--- src/usfc_pkg.sv ---
package usfc_pkg;
	// Bus shape
	localparam int ADDR_W = 32;
	localparam int DATA_W = 32;
	localparam int FIELD_W = 16;
	// Register byte addresses
	localparam logic [31:0] TX_FILL_OFS = 32'h50001080;
	localparam logic [31:0] RX_FILL_OFS = 32'h50001084;
	localparam logic [31:0] SOFT_RST_OFS = 32'h50001088;
	localparam logic [31:0] RTS_MIRROR_OFS = 32'h5000108c;
	localparam logic [31:0] BREAK_MIRROR_OFS = 32'h50001090;
	localparam logic [31:0] DMA_MIRROR_OFS = 32'h50001094;
	localparam logic [31:0] LINE_CTRL_OFS = 32'h500010c0;
	localparam logic [31:0] TX_DATA_OFS = 32'h500010c4;
	localparam logic [31:0] RX_DATA_OFS = 32'h500010c8;
	// Field positions
	localparam int TX_CLR_BIT = 2;
	localparam int RX_CLR_BIT = 1;
	localparam int SOFT_RST_BIT = 0;
	localparam int MIRROR_BIT = 0;
	localparam int CTL_FIFO_EN_BIT = 0;
	localparam int CTL_LOOP_BIT = 1;
	localparam int CTL_AUTOFLOW_BIT = 2;
	localparam int CTL_SIR_BIT = 3;
	localparam int CTL_TRIG_LSB = 4;
	localparam int CTL_W = 6;
	// Reset values
	localparam logic MIRROR_RST = 1'b0;
	localparam logic [CTL_W-1:0] CTRL_RST = 6'h00;
	// Sizing and timing
	localparam int FIFO_DEPTH = 32;
	localparam int CHAR_W = 8;
	localparam int SIR_HALF_CYCLES = 8;
	typedef enum logic {DMA_SINGLE, DMA_MULTI} usfc_dma_t;
	typedef enum logic [1:0] {RST_HOLD, RST_SYNC, RST_RUN} usfc_rst_t;
endpackage

--- src/usfc_top.sv ---
`timescale 1ns/1ps
// Notes on behaviour
// - Transmit FIFO entry count readable, 16 bits, zero after reset.
// - Receive FIFO entry count readable, 16 bits, zero after reset.
// - Writing bit 2 empties transmit FIFO; bit self-clears, same as FIFO control bit.
// - Writing bit 1 empties receive FIFO; bit self-clears.
// - Writing bit 0 resets controller at once, release is clock-synchronous.
// - Shadow request-to-send is modem control bit; drives active-low request output.
// - Without auto flow or loopback, request output low whenever request bit is high.
// - Auto flow with FIFOs: request output high while receive fill at or above trigger.
// - Loopback holds request output high and loops request bit to modem input.
// - Shadow break is line control bit; forces transmit line low outside loopback.
// - Infrared mode with break set pulses the infrared output continuously.
// - Loopback keeps break off the pin and loops it into the receiver.
// - Shadow DMA mode is FIFO control bit; selects request signalling mode.
// - Shadow bits reset to zero, sit at bit 0, upper bits read zero.
// - Two-bit receive trigger sets rx data-available and DMA request level.

// Plain synchronous FIFO with a synchronous clear
module usfc_fifo #(
	parameter int WIDTH = 8,
	parameter int DEPTH = 32,
	parameter int CW = $clog2(DEPTH + 1)
) (
	input wire logic clk,
	input wire logic rst_n,
	input wire logic clear,
	input wire logic inValid,
	input wire logic [WIDTH-1:0] inData,
	output logic inReady,
	output logic outValid,
	output logic [WIDTH-1:0] outData,
	input wire logic outReady,
	output logic [CW-1:0] count
);
	localparam int AW = (DEPTH > 1) ? $clog2(DEPTH) : 1;
	logic [WIDTH-1:0] mem [DEPTH];
	logic [AW-1:0] wrPtr;
	logic [AW-1:0] rdPtr;
	logic push;
	logic pop;

	// Honest full and empty straight from the count
	assign inReady = (count != CW'(DEPTH));
	assign outValid = (count != '0);
	assign outData = mem[rdPtr];
	assign push = inValid && inReady;
	assign pop = outValid && outReady;

	// Storage; no reset needed on data
	always_ff @(posedge clk) begin
		if (push) begin
			mem[wrPtr] <= inData;
		end
	end

	// Pointers and level; clear only resets control, data is left stale
	always_ff @(posedge clk or negedge rst_n) begin
		if (!rst_n) begin
			wrPtr <= '0;
			rdPtr <= '0;
			count <= '0;
		end else if (clear) begin
			wrPtr <= '0;
			rdPtr <= '0;
			count <= '0;
		end else begin
			if (push) begin
				wrPtr <= (wrPtr == AW'(DEPTH - 1)) ? '0 : wrPtr + 1'b1;
			end
			if (pop) begin
				rdPtr <= (rdPtr == AW'(DEPTH - 1)) ? '0 : rdPtr + 1'b1;
			end
			count <= count + CW'(push) - CW'(pop);
		end
	end
endmodule

module usfc_top #(
	parameter int DEPTH = usfc_pkg::FIFO_DEPTH,
	parameter int CW = $clog2(DEPTH + 1)
) (
	input wire logic clk,
	input wire logic rst_n,
	input wire logic [usfc_pkg::ADDR_W-1:0] addr,
	input wire logic [usfc_pkg::DATA_W-1:0] wdata,
	input wire logic wr,
	input wire logic rd,
	output logic [usfc_pkg::DATA_W-1:0] rdata,
	output logic [usfc_pkg::CHAR_W-1:0] txData,
	output logic txValid,
	input wire logic txReady,
	input wire logic [usfc_pkg::CHAR_W-1:0] rxData,
	input wire logic rxValid,
	output logic rxReady,
	input wire logic serialIn,
	input wire logic sirIn_n,
	output logic txLine,
	output logic sirOut_n,
	output logic rts_n,
	output logic loopRequest,
	output logic loopBreak,
	output logic rxDataAvail,
	output logic dmaTxReq_n,
	output logic dmaRxReq_n,
	output logic ctrlRst_n
);
	import usfc_pkg::*;

	logic softHold;
	logic rstAsync_n;
	logic rstMeta;
	usfc_rst_t rstState;
	logic rtsBit;
	logic breakBit;
	usfc_dma_t dmaMode;
	logic [CTL_W-1:0] ctrl;
	logic txClr;
	logic rxClr;
	logic [CW-1:0] txCount;
	logic [CW-1:0] rxCount;
	logic txInReady;
	logic rxOutValid;
	logic [CHAR_W-1:0] rxOutData;
	logic fifoEn;
	logic loopMode;
	logic autoFlow;
	logic sirMode;
	logic [1:0] rxTrigger;
	logic rxAtTrigger;
	logic rxPop;
	logic txPush;
	logic [$clog2(SIR_HALF_CYCLES)-1:0] sirDiv;
	logic sirTick;
	logic sirPhase;

	// Address compare, used by every decoder below
	function automatic logic hit(input logic [ADDR_W-1:0] a, input logic [ADDR_W-1:0] ofs);
		return a == ofs;
	endfunction

	// Receive trigger level: one char, quarter, half, two less than full
	function automatic logic [CW-1:0] trigLevel(input logic [1:0] sel);
		case (sel)
			2'h0: trigLevel = CW'(1);
			2'h1: trigLevel = CW'(DEPTH / 4);
			2'h2: trigLevel = CW'(DEPTH / 2);
			default: trigLevel = CW'(DEPTH - 2);
		endcase
	endfunction

	assign fifoEn = ctrl[CTL_FIFO_EN_BIT];
	assign loopMode = ctrl[CTL_LOOP_BIT];
	assign autoFlow = ctrl[CTL_AUTOFLOW_BIT];
	assign sirMode = ctrl[CTL_SIR_BIT];
	assign rxTrigger = ctrl[CTL_TRIG_LSB +: 2];
	assign rxAtTrigger = (rxCount >= trigLevel(rxTrigger));
	assign rxPop = rd && hit(addr, RX_DATA_OFS) && rxOutValid;
	assign txPush = wr && hit(addr, TX_DATA_OFS);

	// Soft reset request, one cycle per write; only the pin reset resets it, so it survives its own effect
	always_ff @(posedge clk or negedge rst_n) begin
		if (!rst_n) begin
			softHold <= 1'b0;
		end else begin
			softHold <= wr && hit(addr, SOFT_RST_OFS) && wdata[SOFT_RST_BIT];
		end
	end

	// Assert at once, release on the third clock edge through rstMeta and rstState
	assign rstAsync_n = rst_n && !softHold;

	always_ff @(posedge clk or negedge rstAsync_n) begin
		if (!rstAsync_n) begin
			rstMeta <= 1'b0;
			rstState <= RST_HOLD;
		end else begin
			rstMeta <= 1'b1;
			case (rstState)
				RST_HOLD: rstState <= rstMeta ? RST_SYNC : RST_HOLD;
				RST_SYNC: rstState <= RST_RUN;
				default: rstState <= RST_RUN;
			endcase
		end
	end

	assign ctrlRst_n = (rstState == RST_RUN);

	// Shadow bits are the control bits themselves, so no copy can go stale
	always_ff @(posedge clk or negedge ctrlRst_n) begin
		if (!ctrlRst_n) begin
			rtsBit <= MIRROR_RST;
			breakBit <= MIRROR_RST;
			dmaMode <= DMA_SINGLE;
		end else if (wr) begin
			if (hit(addr, RTS_MIRROR_OFS)) begin
				rtsBit <= wdata[MIRROR_BIT];
			end else if (hit(addr, BREAK_MIRROR_OFS)) begin
				breakBit <= wdata[MIRROR_BIT];
			end else if (hit(addr, DMA_MIRROR_OFS)) begin
				dmaMode <= usfc_dma_t'(wdata[MIRROR_BIT]);
			end
		end
	end

	// Line setup: FIFO enable, loopback, auto flow, infrared, rx trigger
	always_ff @(posedge clk or negedge ctrlRst_n) begin
		if (!ctrlRst_n) begin
			ctrl <= CTRL_RST;
		end else if (wr && hit(addr, LINE_CTRL_OFS)) begin
			ctrl <= wdata[CTL_W-1:0];
		end
	end

	// FIFO clear strobes last one cycle and never read back as one
	always_ff @(posedge clk or negedge ctrlRst_n) begin
		if (!ctrlRst_n) begin
			txClr <= 1'b0;
			rxClr <= 1'b0;
		end else begin
			txClr <= wr && hit(addr, SOFT_RST_OFS) && wdata[TX_CLR_BIT];
			rxClr <= wr && hit(addr, SOFT_RST_OFS) && wdata[RX_CLR_BIT];
		end
	end

	// Transmit path: writes beyond full are dropped, as on a real port
	usfc_fifo #(.WIDTH(CHAR_W), .DEPTH(DEPTH), .CW(CW)) txFifo (
		.clk(clk),
		.rst_n(ctrlRst_n),
		.clear(txClr),
		.inValid(txPush),
		.inData(wdata[CHAR_W-1:0]),
		.inReady(txInReady),
		.outValid(txValid),
		.outData(txData),
		.outReady(txReady),
		.count(txCount)
	);

	// Receive path; rxReady low stalls the receiver when full
	usfc_fifo #(.WIDTH(CHAR_W), .DEPTH(DEPTH), .CW(CW)) rxFifo (
		.clk(clk),
		.rst_n(ctrlRst_n),
		.clear(rxClr),
		.inValid(rxValid),
		.inData(rxData),
		.inReady(rxReady),
		.outValid(rxOutValid),
		.outData(rxOutData),
		.outReady(rxPop),
		.count(rxCount)
	);

	// Read data one cycle after the strobe, zero otherwise and for holes
	always_ff @(posedge clk or negedge rst_n) begin
		if (!rst_n) begin
			rdata <= '0;
		end else if (!rd) begin
			rdata <= '0;
		end else if (hit(addr, TX_FILL_OFS)) begin
			rdata <= DATA_W'(txCount);
		end else if (hit(addr, RX_FILL_OFS)) begin
			rdata <= DATA_W'(rxCount);
		end else if (hit(addr, RTS_MIRROR_OFS)) begin
			rdata <= DATA_W'(rtsBit);
		end else if (hit(addr, BREAK_MIRROR_OFS)) begin
			rdata <= DATA_W'(breakBit);
		end else if (hit(addr, DMA_MIRROR_OFS)) begin
			rdata <= DATA_W'(dmaMode);
		end else if (hit(addr, LINE_CTRL_OFS)) begin
			rdata <= DATA_W'(ctrl);
		end else if (hit(addr, RX_DATA_OFS)) begin
			rdata <= DATA_W'(rxOutData);
		end else begin
			rdata <= '0;
		end
	end

	// Infrared break pulse rate, a tick every SIR_HALF_CYCLES
	always_ff @(posedge clk or negedge ctrlRst_n) begin
		if (!ctrlRst_n) begin
			sirDiv <= '0;
			sirPhase <= 1'b0;
		end else if (sirTick) begin
			sirDiv <= '0;
			sirPhase <= !sirPhase;
		end else begin
			sirDiv <= sirDiv + 1'b1;
		end
	end

	assign sirTick = (sirDiv == $bits(sirDiv)'(SIR_HALF_CYCLES - 1));

	// Pins are registered so they never glitch on control changes
	always_ff @(posedge clk or negedge ctrlRst_n) begin
		if (!ctrlRst_n) begin
			rts_n <= 1'b1;
			txLine <= 1'b1;
			sirOut_n <= 1'b1;
			loopRequest <= 1'b0;
			loopBreak <= 1'b0;
		end else begin
			if (loopMode) begin
				rts_n <= 1'b1;
			end else if (autoFlow && fifoEn && rxAtTrigger) begin
				rts_n <= 1'b1;
			end else begin
				rts_n <= !rtsBit;
			end
			txLine <= loopMode ? 1'b1 : (serialIn && !breakBit);
			if (loopMode) begin
				sirOut_n <= 1'b1;
			end else if (sirMode && breakBit) begin
				sirOut_n <= sirPhase;
			end else begin
				sirOut_n <= sirIn_n;
			end
			loopRequest <= loopMode && rtsBit;
			loopBreak <= loopMode && breakBit;
		end
	end

	// DMA requests; single mode ignores the FIFO thresholds
	always_ff @(posedge clk or negedge ctrlRst_n) begin
		if (!ctrlRst_n) begin
			dmaTxReq_n <= 1'b1;
			dmaRxReq_n <= 1'b1;
			rxDataAvail <= 1'b0;
		end else begin
			rxDataAvail <= fifoEn ? rxAtTrigger : (rxCount != '0);
			if (dmaMode == DMA_MULTI && fifoEn) begin
				dmaTxReq_n <= !txInReady;
				dmaRxReq_n <= !rxAtTrigger;
			end else begin
				dmaTxReq_n <= (txCount != '0);
				dmaRxReq_n <= (rxCount == '0);
			end
		end
	end
endmodule

--- config.mk ---
export PLATFORM = sky130hd
export DESIGN_NAME = usfc_top
export DESIGN_NICKNAME = d
export VERILOG_FILES = /design/src/usfc_pkg.sv /design/src/usfc_top.sv
export SDC_FILE = /design/constraint.sdc
export NUM_CORES = 1
export LEC_CHECK = 0
export CORE_ASPECT_RATIO = 1.4
export CORE_MARGIN = 2
export CORE_UTILIZATION = 65
export DETAILED_ROUTE_END_ITERATION = 8
export DONT_BUFFER_PORTS = 1
export PLACE_DENSITY = 0.85
export SYNTH_ARGS = -nofsm -noshare
export SYNTH_HDL_FRONTEND = slang
export SYNTH_HIERARCHICAL = 1
export SYNTH_SLANG_ARGS = --single-unit
--- constraint.sdc ---
create_clock -name clk -period 10.7 [get_ports clk]
set_input_delay 2.14 -clock clk [delete_from_list [all_inputs] [get_ports clk]]
set_output_delay 2.14 -clock clk [all_outputs]
set_load 0.005 [all_outputs]
* Word-level counts from Yosys, hierarchy flattened
Memory sizes are Yosys's and may differ from the RTL's. Cells that the tools add are included.
Word-level totals: register bits after elaboration 91, RAM bits 512, input bits 80, output and inout bits 51, word-level logic and storage cells 135, memories kept 2
Operators by class: add/subtract/negate cells 9, $lt $le $gt $ge 1, equal/unequal tests 19, multiplexer cells 38, bitwise gates (word level) 2, reductions and logical operators 38
Memories:
- rxFifo.mem | words 32, width 8, rd ports 1, clocked after Yosys merged registers in 0, write ports 1, RTL line usfc_top.sv:37 | logic [WIDTH-1:0] mem [DEPTH];
- txFifo.mem | words 32, width 8, rd ports 1, clocked after Yosys merged registers in 0, write ports 1, RTL line usfc_top.sv:37
Operators with widths (count):
- 32-bit by 31-bit == test with 1-bit output (second input constant) | 9
- 5-bit 2-to-1 mux | 12
- 8-bit 2-to-1 mux | 7
- 32-bit 2-to-1 mux | 1
- 5-bit by 1-bit adder with 5-bit output (second input constant) | 4
- 5-bit == test (second input constant) | 4
- 1-bit logical AND | 20
- 5-bit one-hot mux with 3 select lines | 1
- 1-bit 2-to-1 mux | 13
- 6-bit by 1-bit adder with 6-bit output | 2
- 6-bit 2-to-1 mux | 2
- 6-bit != test (second input constant) | 2
- 6-bit nonzero test | 2
- 6-bit by 1-bit subtractor with 6-bit output | 2
- 2-bit nonzero test | 4
- 6-bit >= comparator | 1
- 1-bit zero test | 6
- 6-bit zero test | 1
- 2-bit == test (second input constant) | 2
- 2-bit zero test | 2
- 4-bit AND reduction | 1
- 3-bit by 1-bit adder with 3-bit output (second input constant) | 1
- 3-bit == test (second input constant) | 1
- 3-bit 2-to-1 mux | 1
- 5 further kinds | 6

* Depth between registers and ports, before layout
Gate-level depths: netlist (run 1).
depth after elaboration 9, depth in mapped cells 15, depth with buffers taken out 15

* Hierarchy
The synthesis (run 1) kept the hierarchy.
Modules (own cells, without submodules):
- usfc_fifo at rxFifo | instances 1, cells each 635, area each 11091.9 sq um, seq. area each 8087.8 sq um
- usfc_fifo at txFifo | instances 1, cells each 620, area each 11059.4 sq um, seq. area each 8087.8 sq um
- usfc_top | instances 1, cells each 200, area each 2068.2 sq um, seq. area each 882.1 sq um

* Worst setup path after synthesis (run 1)
No wires, ideal clock.
path type register to output, from reg rstState[0], to out ctrlRst_n, data arrival time 3.025 ns, required time 8.560 ns, path slack 5.535 ns, cell stages (with the launch flop) 2, buffers on the path 0, cell sequence dfrtp_1 > nor2b_1
Between the ends: word-level cells in the longest chain between the ends 1
RTL lines:
- start, declared | RTL line usfc_top.sv:113 | usfc_rst_t rstState;
- start signal, assigned | RTL line usfc_top.sv:180 | RST_HOLD: rstState <= rstMeta ? RST_SYNC : RST_HOLD;
- 2-bit == test | RTL line usfc_top.sv:187 | assign ctrlRst_n = (rstState == RST_RUN);
- end, declared | RTL line usfc_top.sv:106 | output logic ctrlRst_n
No other way between the ends.

* Worst setup path after layout (run 1)
from reg txFifo.rdPtr[2], to out txData[2] (netlist name)
Between the ends: word-level cells in the longest chain between the ends 1
RTL lines:
- start, declared | RTL line usfc_top.sv:39 | logic [AW-1:0] rdPtr;
- start signal, assigned | RTL line usfc_top.sv:72 | rdPtr <= (rdPtr == AW'(DEPTH - 1)) ? '0 : rdPtr + 1'b1;
- memory read 32 x 8 bit
- end, declared | RTL line usfc_top.sv:90 | output logic [usfc_pkg::CHAR_W-1:0] txData,
No other way between the ends.

==> metrics, run 1 <==
status=finished with violations; failing checks=design-rule violations; max incr delay on CP=0.90 ns; Seq. cell area=roughly 0.017 sq mm; EDFF count, synth=~500; fmax=186 MHz; setup TNS=0 ns; fin cells=slightly below 2000; DRT Wirelength=around 52 mm; slew margin rel.=0.161; global route total overflow=0; post-synthesis sequential area ratio=0.704; Buf/Inv on CP=1; ys async rst share=0.116; DIE AREA=a little under 0.04 sq mm; Finish-stage setup viols=0; root buffer cell=clkbuf_16; HP Class=reg2async; Top delay family on crit path=buffers and inverters; Slowest cell on crit path=buf_4; RSZ-0062 raised after global routing=no; Reg2Reg Depth=11; Post-DP HPWL=33.5 mm; final hold violations=0; Util after Layout=0.709; via count=between 10000 and 15000; critical path class=reg2out; Setup Buffers After CTS=0; filler cell count=2222; First DRT Iteration DRCs=between 1500 and 2000; highest net fanout along the worst path=between 60 and 70; clk slew on worst S/H paths=roughly 0.070 ns; CTS tree=yes; Post-CTS Hold Buffers=0; Clock Path Buffers=3; max-slew violation count=0; Synth Instances=~1500; final worst setup slack=roughly 5.3 ns; Placement Setup Slack=5.41 ns; layout cells sized above 1=0.118; CP startpoint=txFifo/rdPtr[2]; CP startpoint kind=flop; area delta synth->final=7.56%; TritonRoute pass-1 iters=8; Placement Cell Area=0.0244 sq mm; vias in the first global route=about 13000; WP data arrival=~3.2 ns; worst path cell trace=buf_4 -> mux2i_1 -> a22oi_1 -> nand3_1 -> nand3_1; Post-CTS Resized=0; routed length per instance=about 27 microns; GRT Total Usage=0.273; Mean Syn Cell Area=~17 sq um; I/O pin count=approximately 130; die height=232 microns; clock skew=about 0.024 ns; Synth area leader=edfxtp_1; Crit path depth=5; H-Tree Depth=2; initial core utilization=0.659; number of max-cap violations=0; synth warn=6; drt via density=roughly 6.6; Top FF cell, synth=edfxtp_1; port bufs=0; crit path to=txData[2]; Final min period=approximately 5.4 ns; most common cell after layout, fill and taps aside=edfxtp_1; flop2flop setup slack=about 7.0 ns; top cell type's share of synthesized area=0.635; crit end category=primary output; GP Congestion=0.857; commonest cells after routing, fill and taps aside=edfxtp_1, mux2i_1, nor2_1; pwr/cell area=between 200 and 250 mW/mm^2; number of cell rows=83; Sink Count=about 580; Lkg Pwr=8.66 nW; initial antenna violation count=1; Mapped Area=around 0.024 sq mm; Post-DRT Antenna Nets=0; Worst VDD drop=~0.00019 V; Post-layout nets=between 1500 and 2000; Antenna Cells=0; first-pass GRT wire length=between 70 and 80 mm; distinct cell type count after synthesis=75; largest net degree at the start of global routing=65; cell mode on critical path=nand3_1; post-route cell area=between 0.02 and 0.03 sq mm; Post-Place Cells=approximately 1900; reg2reg end=rdata[0]; Worst Path Required=8.56 ns; final hold slack=roughly 0.26 ns; clk_lat worst skew=0.57 ns; DRC=8; worst r2r src=rxFifo/rdPtr[0]; #FFs+latches synth=about 580; Total Power=between 5 and 6 mW; synth top area cells=edfxtp_1, dfrtp_1, mux2i_1; fin crit share=0.502; Die Wd=around 170 microns; Worst Tran Pin Value=between 1 and 1.5 ns; Num CTS Buffers=50; Multi-input gate area=~0.0066 sq mm; CORE AREA=about 0.037 sq mm
## synth_stat cells (3+ instances only)
library cell and n:
dfstp_2 5, buf_1 7, mux4_2 51, mux2_4 6
or4_1 5, nand4bb_1 4, dfrtp_1 62, clkbuf_1 28
nor3_1 18, a221oi_2 4, buf_4 34, edfxtp_1 512
buf_6 4, nor4_1 8, a222oi_1 4, xnor2_1 6
and2_1 9, a221oi_1 12, buf_2 18, a22o_1 16
nor2b_1 12, a31oi_1 5, nand3b_1 8, nand2_1 54
nand3_1 60, nor3b_1 4, ha_1 39, mux4_1 13
a21oi_1 45, a21o_1 6, inv_1 29, and3b_1 3
or4b_1 3, a22oi_1 49, nand2b_1 7, or3_1 5
nor2_1 96, o21ai_0 11, or3b_2 3, mux2i_1 129
nand4b_1 5, and3_1 9
## registers in the layout, summed over array words and instances (netlist names), 2 cells and up
| name | cells |
|---|---|
| rxFifo/mem | 256 |
| txFifo/mem | 256 |
| rdata | 8 |
| ctrl | 6 |
| rxFifo/count | 6 |
| txFifo/count | 6 |
| rxFifo/rdPtr | 5 |
| rxFifo/wrPtr | 5 |
| txFifo/rdPtr | 5 |
| txFifo/wrPtr | 5 |
| sirDiv | 3 |
| rstState | 2 |
## worst reg2reg max path, cell delays in order (launching register included)
cell      delay, ns
dfrtp_4        0.61
buf_4          0.68
buf_4          0.71
mux2i_1        0.36
a22oi_1        0.10
nand3_1        0.17
nand3_1        0.19
mux2_2         0.32
nand4b_1       0.09
o22ai_1        0.09
a32oi_1        0.19
nor3_1         0.07
## worst min-delay path by stage
stage | startpoint | to | slack (ns) | depth (start not counted)
after CTS | softHold | rstState[1] | 0.26 | 1
after global routing | softHold | rstState[1] | 0.30 | 1
after global placement | softHold | rstState[1] | 0.24 | 1
after floorplan | softHold | rstMeta | 0.18 | 1
after detailed placement | softHold | rstState[1] | 0.25 | 1
final | softHold | rstMeta | 0.26 | 1
## cells by family (layout without fill, tap and decap cells)
logic type	count (synthesis)	in the layout	synth area share
other	2	25	0.000310
xor gates and xnor gates	7	7	0.00253
DFF	579	579	0.704
and+or+nand+nor	329	329	0.0725
adders and majority gates	41	41	0.0218
muxes	203	203	0.120
AOI/OAI and AO/OA	167	167	0.0491
buffers and inverters	127	133	0.0290
## power by group
part | leakage [nW] | switching, mW | internal [mW] | total [mW]
Sequential | 5.46 | 0.111 | 2.55 | 2.66
Clock | 0.810 | 0.776 | 1.03 | 1.81
Combinational | 2.39 | 0.559 | 0.420 | 0.978
Total | 8.66 | 1.45 | 4.01 | 5.45
## routing by layer
layer / wire length [microns] / track usage
met1: 17400 / 0.312
met2: 28400 / 0.505
met3: 3300 / 0.0367
met4: 3000 / 0.140
met5: 0 / 0
## cell type report
type / count / area share
timing repair buffer: 10 / 0.00288
clock buffer: 59 / 0.0509
multi-input combinational: 772 / 0.252
tap: 467 / 0.0224
sequential: 579 / 0.655
clock inverter: 33 / 0.0127
inverter: 31 / 0.00447
Note: power is estimated with default switching activity, not from simulation.
==> inputs of run 2 (changes only) <==
Settings changed: CORE_UTILIZATION 65 to 63, PLACE_DENSITY 0.85 to 0.83.
Clock period 10.7 ns to 5.61 ns, I/O delays scaled along.
==> run 2 against run 1 <==
  * The run now ends clean
  * Final area increased by 0.72%
  * Critical path type unchanged
  * Global-route usage decreased by 1.4 points
  * Critical path depth unchanged
  * Via count about the same
  * Sequential share of layout area decreased by 0.47 points
  * Wire length decreased by 1.6%
  * Clock skew decreased by 0.0048 ns
  * Sequential power increased by 93%
  * Combinational power increased by 84%
  * First-iteration DRC count decreased by 29%
  * Total power increased by 96%
  * Hold slack got worse by 0.040 ns
==> metrics, run 2 (synthesis results as in run 1) <==
vias in the first global route=13300; Post-layout nets=between 1500 and 2000; largest net degree at the start of global routing=61; Finish-stage setup viols=0; most common cell after layout, fill and taps aside=edfxtp_1; crit path to=txData[7]; setup TNS=0 ns; Post-DRT Antenna Nets=0; Placement Setup Slack=approximately 1.3 ns; initial core utilization=0.634; port bufs=0; DRC=0; CP startpoint=txFifo/rdPtr[1]; Met2 Wirelength=about 28 mm; Sink Count=roughly 580; HP Class=reg2async; Slowest cell on crit path=dfrtp_2; flop2flop setup slack=roughly 2.1 ns; WP data arrival=3.32 ns; reg2reg end=rdata[1]; layout cells sized above 1=0.118; Worst Path Required=4.49 ns; clk slew on worst S/H paths=0.07 ns; Post-DP HPWL=32.7 mm; CP startpoint kind=flop; Post-Place Cells=1870; pwr/cell area=between 400 and 500 mW/mm^2; number of cell rows=85; Crit path depth=5; critical path class=reg2out; DRT Wirelength=51.2 mm; DIE AREA=about 0.040 sq mm; max incr delay on CP=between 0.8 and 0.9 ns; Top delay family on crit path=flip-flops; Die Wd=around 170 microns; drt via density=6.58; Worst Tran Pin Value=between 1 and 1.5 ns; met1 wire length=17.5 mm; CORE AREA=0.0382 sq mm; clock skew=~0.020 ns; Buf/Inv on CP=1; Post-CTS Hold Buffers=0; Final min period=between 4 and 5 ns; fin crit share=0.792; Placement Cell Area=~0.024 sq mm; die height=roughly 240 microns; H-Tree Depth=2; GP Congestion=around 0.85; highest net fanout along the worst path=27; Reg2Reg Depth=6; fin cells=a little under 2000; area delta synth->final=8.33%; Num CTS Buffers=51; root buffer cell=clkbuf_16; Routed met3 length=2.90 mm; TritonRoute pass-1 iters=5; filler cell count=about 2300; Setup Buffers After CTS=0; clk_lat worst skew=0.58 ns; final hold slack=between 0.2 and 0.25 ns; Lkg Pwr=8.73 nW; fmax=about 230 MHz; initial antenna violation count=0; CTS tree=yes; I/O pin count=131; final hold violations=0; worst r2r src=rxFifo/rdPtr[0]; number of max-cap violations=0; slew margin rel.=0.130; Largest regs=rxFifo/mem x256, txFifo/mem x256, rdata x8; global route total overflow=0; final worst setup slack=between 1 and 1.5 ns; first-pass GRT wire length=77.6 mm; Total Power=~11 mW; Worst VDD drop=~0.00042 V; GRT Total Usage=0.259; Post-CTS Resized=0; worst path cell trace=buf_4 -> mux4_1 -> a22o_1 -> a221oi_1 -> nand3_1; via count=about 13000; max-slew violation count=0; Clock Path Buffers=3; Highest Signal Layer=met4; commonest cells after routing, fill and taps aside=edfxtp_1, mux2i_1, nor2_1; RSZ-0062 raised after global routing=no; First DRT Iteration DRCs=1148; crit end category=primary output; Util after Layout=0.687; routed length per instance=26.1 microns; status=finished, final reports clean; post-route cell area=between 0.02 and 0.03 sq mm
run 2: cell types whose count changed in the layout (fill, tap and decap cells not counted), sizes merged:
cell    change
diode       +2
clkinv      -3
bufinv      +5
run 2: layout make-up:
class,count,area (sq um),area share
Clock inverter,35,463,0.0176
Timing Repair Buffer,10,87.6,0.00334
Clock buffer,59,1350,0.0514
Multi-Input combinational cell,772,6550,0.250
Tap cell,478,598,0.0228
Sequential cell,579,17100,0.650
Inverter,31,116,0.00443
Antenna cell,2,5.00,0.000191
run 2: power by group:
part	switching [mW]	internal [mW]
sequential	0.265	4.87
combinational	0.999	0.801
clock	1.50	2.23
run 2: per-layer routing:
| layer | GRT usage | up-vias |
|---|---|---|
| met2 | 0.468 | 561 |
| li1 | - | 5645 |
| met5 | 0 | - |
| met1 | 0.290 | 6568 |
| met3 | 0.0393 | 170 |
| met4 | 0.149 | 0 |
run 2: worst min-delay path by stage:
stage	startpoint	endpoint	slack, ns	cells past startpoint
2_1_floorplan	softHold	rstMeta	0.18	1
3_3_place_gp	softHold	rstState[1]	0.20	1
3_5_place_dp	softHold	rstState[0]	0.22	1
4_1_cts	rst_n	rdata[2]	0.21	0
5_1_grt	rst_n	rdata[5]	0.21	0
6_report	softHold	rstState[0]	0.22	1
==> inputs of run 3 (changes only) <==
Settings changed: CORE_UTILIZATION 63 to 57, PLACE_DENSITY 0.83 to 0.79.
Clock period 5.61 ns to 3.6 ns, I/O delays scaled along.
==> run 3 against run 2 <==
  * Via count grew 2.3%
  * Setup slack lost 1.0 ns
  * Clock power increased by 51%
  * Final cell count up 6.4%
  * Non-clock buffer count is 60 higher
  * Combinational power up 73%
  * Sequential power grew 55%
  * Flip-flop and latch count is the same
  * Global-route usage is 1.2 points lower
  * Hold slack worse by 0.19 ns
==> metrics, run 3 (synthesis results as in run 1) <==
number of max-cap violations=0; layout cells sized above 1=0.152; clk slew on worst S/H paths=approximately 0.070 ns; Num CTS Buffers=50; Clk pwr share=0.337; largest net degree at the start of global routing=between 50 and 60; Largest regs=rxFifo/mem x256, txFifo/mem x256, rdata x8; CTS tree=yes; I/O pin count=approximately 130; Die Wd=approximately 180 microns; CORE AREA=between 0.04 and 0.05 sq mm; pwr/cell area=around 620 mW/mm^2; number of cell rows=between 80 and 90; final hold violations=0; Placement Setup Slack=-0.149 ns; Final min period=between 3 and 4 ns; Lkg Pwr=9.03 nW; Util after Layout=0.635; Reg2Reg Depth=13; Total Power=16.7 mW; Worst VDD drop=0.000509 V; Post-DP HPWL=~35 mm; slew margin rel.=0.402; initial core utilization=0.575; Worst Path Required=between 2 and 3 ns; Post-layout nets=roughly 1600; HP Class=in2async; Finish-stage setup viols=0; Post-DRT Antenna Nets=0; GRT Total Usage=0.248; Worst Tran Pin Value=0.888 ns; Comb power frac=0.186; RSZ-0062 raised after global routing=no; root buffer cell=clkbuf_16; DRC=0; fmax=between 200 and 300 MHz; reg2reg end=txFifo/count[4]; DIE AREA=about 0.044 sq mm; CP startpoint=txFifo/rdPtr[2]; final hold slack=0.0318 ns; vias in the first global route=~13000; global route total overflow=0; first-pass GRT wire length=approximately 81 mm; routed length per instance=25.7 microns; commonest cells after routing, fill and taps aside=edfxtp_1, mux2i_1, nor2_1; worst r2r src=txFifo/count[4]; via count=between 10000 and 15000; drt via density=roughly 6.3; fin crit share=0.961; DRT Wirelength=approximately 54 mm; Clock Path Buffers=3; First DRT Iteration DRCs=1267; crit end category=primary output; die height=about 250 microns; clock skew=roughly 0.042 ns; status=finished, final reports clean; TritonRoute pass-1 iters=5; H-Tree Depth=2; post-route cell area=~0.027 sq mm; switch share=0.268; CP startpoint kind=flop; Placement Cell Area=approximately 0.025 sq mm; Int Pwr=between 10 and 15 mW; max-slew violation count=0; area delta synth->final=10.4%; GP Congestion=around 1; port bufs=0; highest net fanout along the worst path=37; Net Sw Power=4.46 mW; critical path class=reg2out; flop2flop setup slack=roughly 0.42 ns; clk_lat worst skew=approximately 0.6 ns; power share of the sequential group=0.476; final worst setup slack=0.140 ns; WP data arrival=2.74 ns; initial antenna violation count=1; most common cell after layout, fill and taps aside=edfxtp_1; Sink Count=579
-- run 3: cell types whose count changed in the layout (fill, tap and decap cells not counted), moves of 2 or more --
cell,previous run,this run
clkbuf_16,53,51
clkinv_4,2,0
clkbuf_1,6,10
clkinv_2,6,11
buf_4,9,64
clkinvlp_4,4,2
bufinv_16,11,8
buf_6,0,2
clkinv_1,10,3
clkbuf_8,0,3
buf_12,1,3
-- run 3: timing repair --
item,CTS,global route
hold buffers,1,0
endpoints found under the setup margin,1,7
gates resized for setup,1,2
setup buffers,0,9
endpoints found under the hold margin,9,0
-- run 3: per-stage QoR --
stage,setup TNS (ns),std cells
after global placement,-0.107,1988
after CTS,0,2081
final,0,2091
after floorplan,0,1478
after detailed placement,-0.224,1988
after global routing,0,2091
-- run 3: worst max path at each step --
stage,to,slack (ns),cells after the start
after detailed placement,txFifo/count[4],-0.15,15
after global placement,txFifo/count[4],-0.07,15
after CTS,txData[2],0.03,5
final,txData[0],0.14,5
after floorplan,txFifo/count[4],0.07,15
after global routing,txData[0],0.02,5
-- run 3: area by class of cell --
class                           instances  area (sq um)
Clock inverter                         28           385
Tap cell                              546           683
Clock buffer                           64          1360
Fill cell                            2827         15400
Inverter                               31           116
Sequential cell                       579         17100
Antenna cell                            1          2.50
Multi-Input combinational cell        772          6550
Timing Repair Buffer                   70           573
-- run 3: critical path: stages (launching register included) --
cell,delay [ns]
dfrtp_4,0.75
buf_6,0.45
mux2i_1,0.16
a22oi_1,0.27
nand3_1,0.28
nand3_1,0.21
-- run 3: routing by layer --
| metal | track usage | share of wire | wire length [microns] |
|---|---|---|---|
| met1 | 0.281 | 0.34 | 18200 |
| met3 | 0.0578 | 0.081 | 4360 |
| met4 | 0.110 | 0.048 | 2560 |
| met2 | 0.444 | 0.53 | 28500 |
| met5 | 0 | 0 | 0 |
-- run 3: power groups by stage --
| stage | logic (mW) | clock network, mW | registers, mW |
|---|---|---|---|
| floorplan | 2.39 | 0 | 7.84 |
| global placement | 2.76 | 0 | 8.08 |
| detailed placement | 2.91 | 0 | 8.10 |
| CTS | 2.94 | 5.71 | 7.97 |
| global route | 3.35 | 5.97 | 7.97 |
| finish | 3.11 | 5.62 | 7.95 |
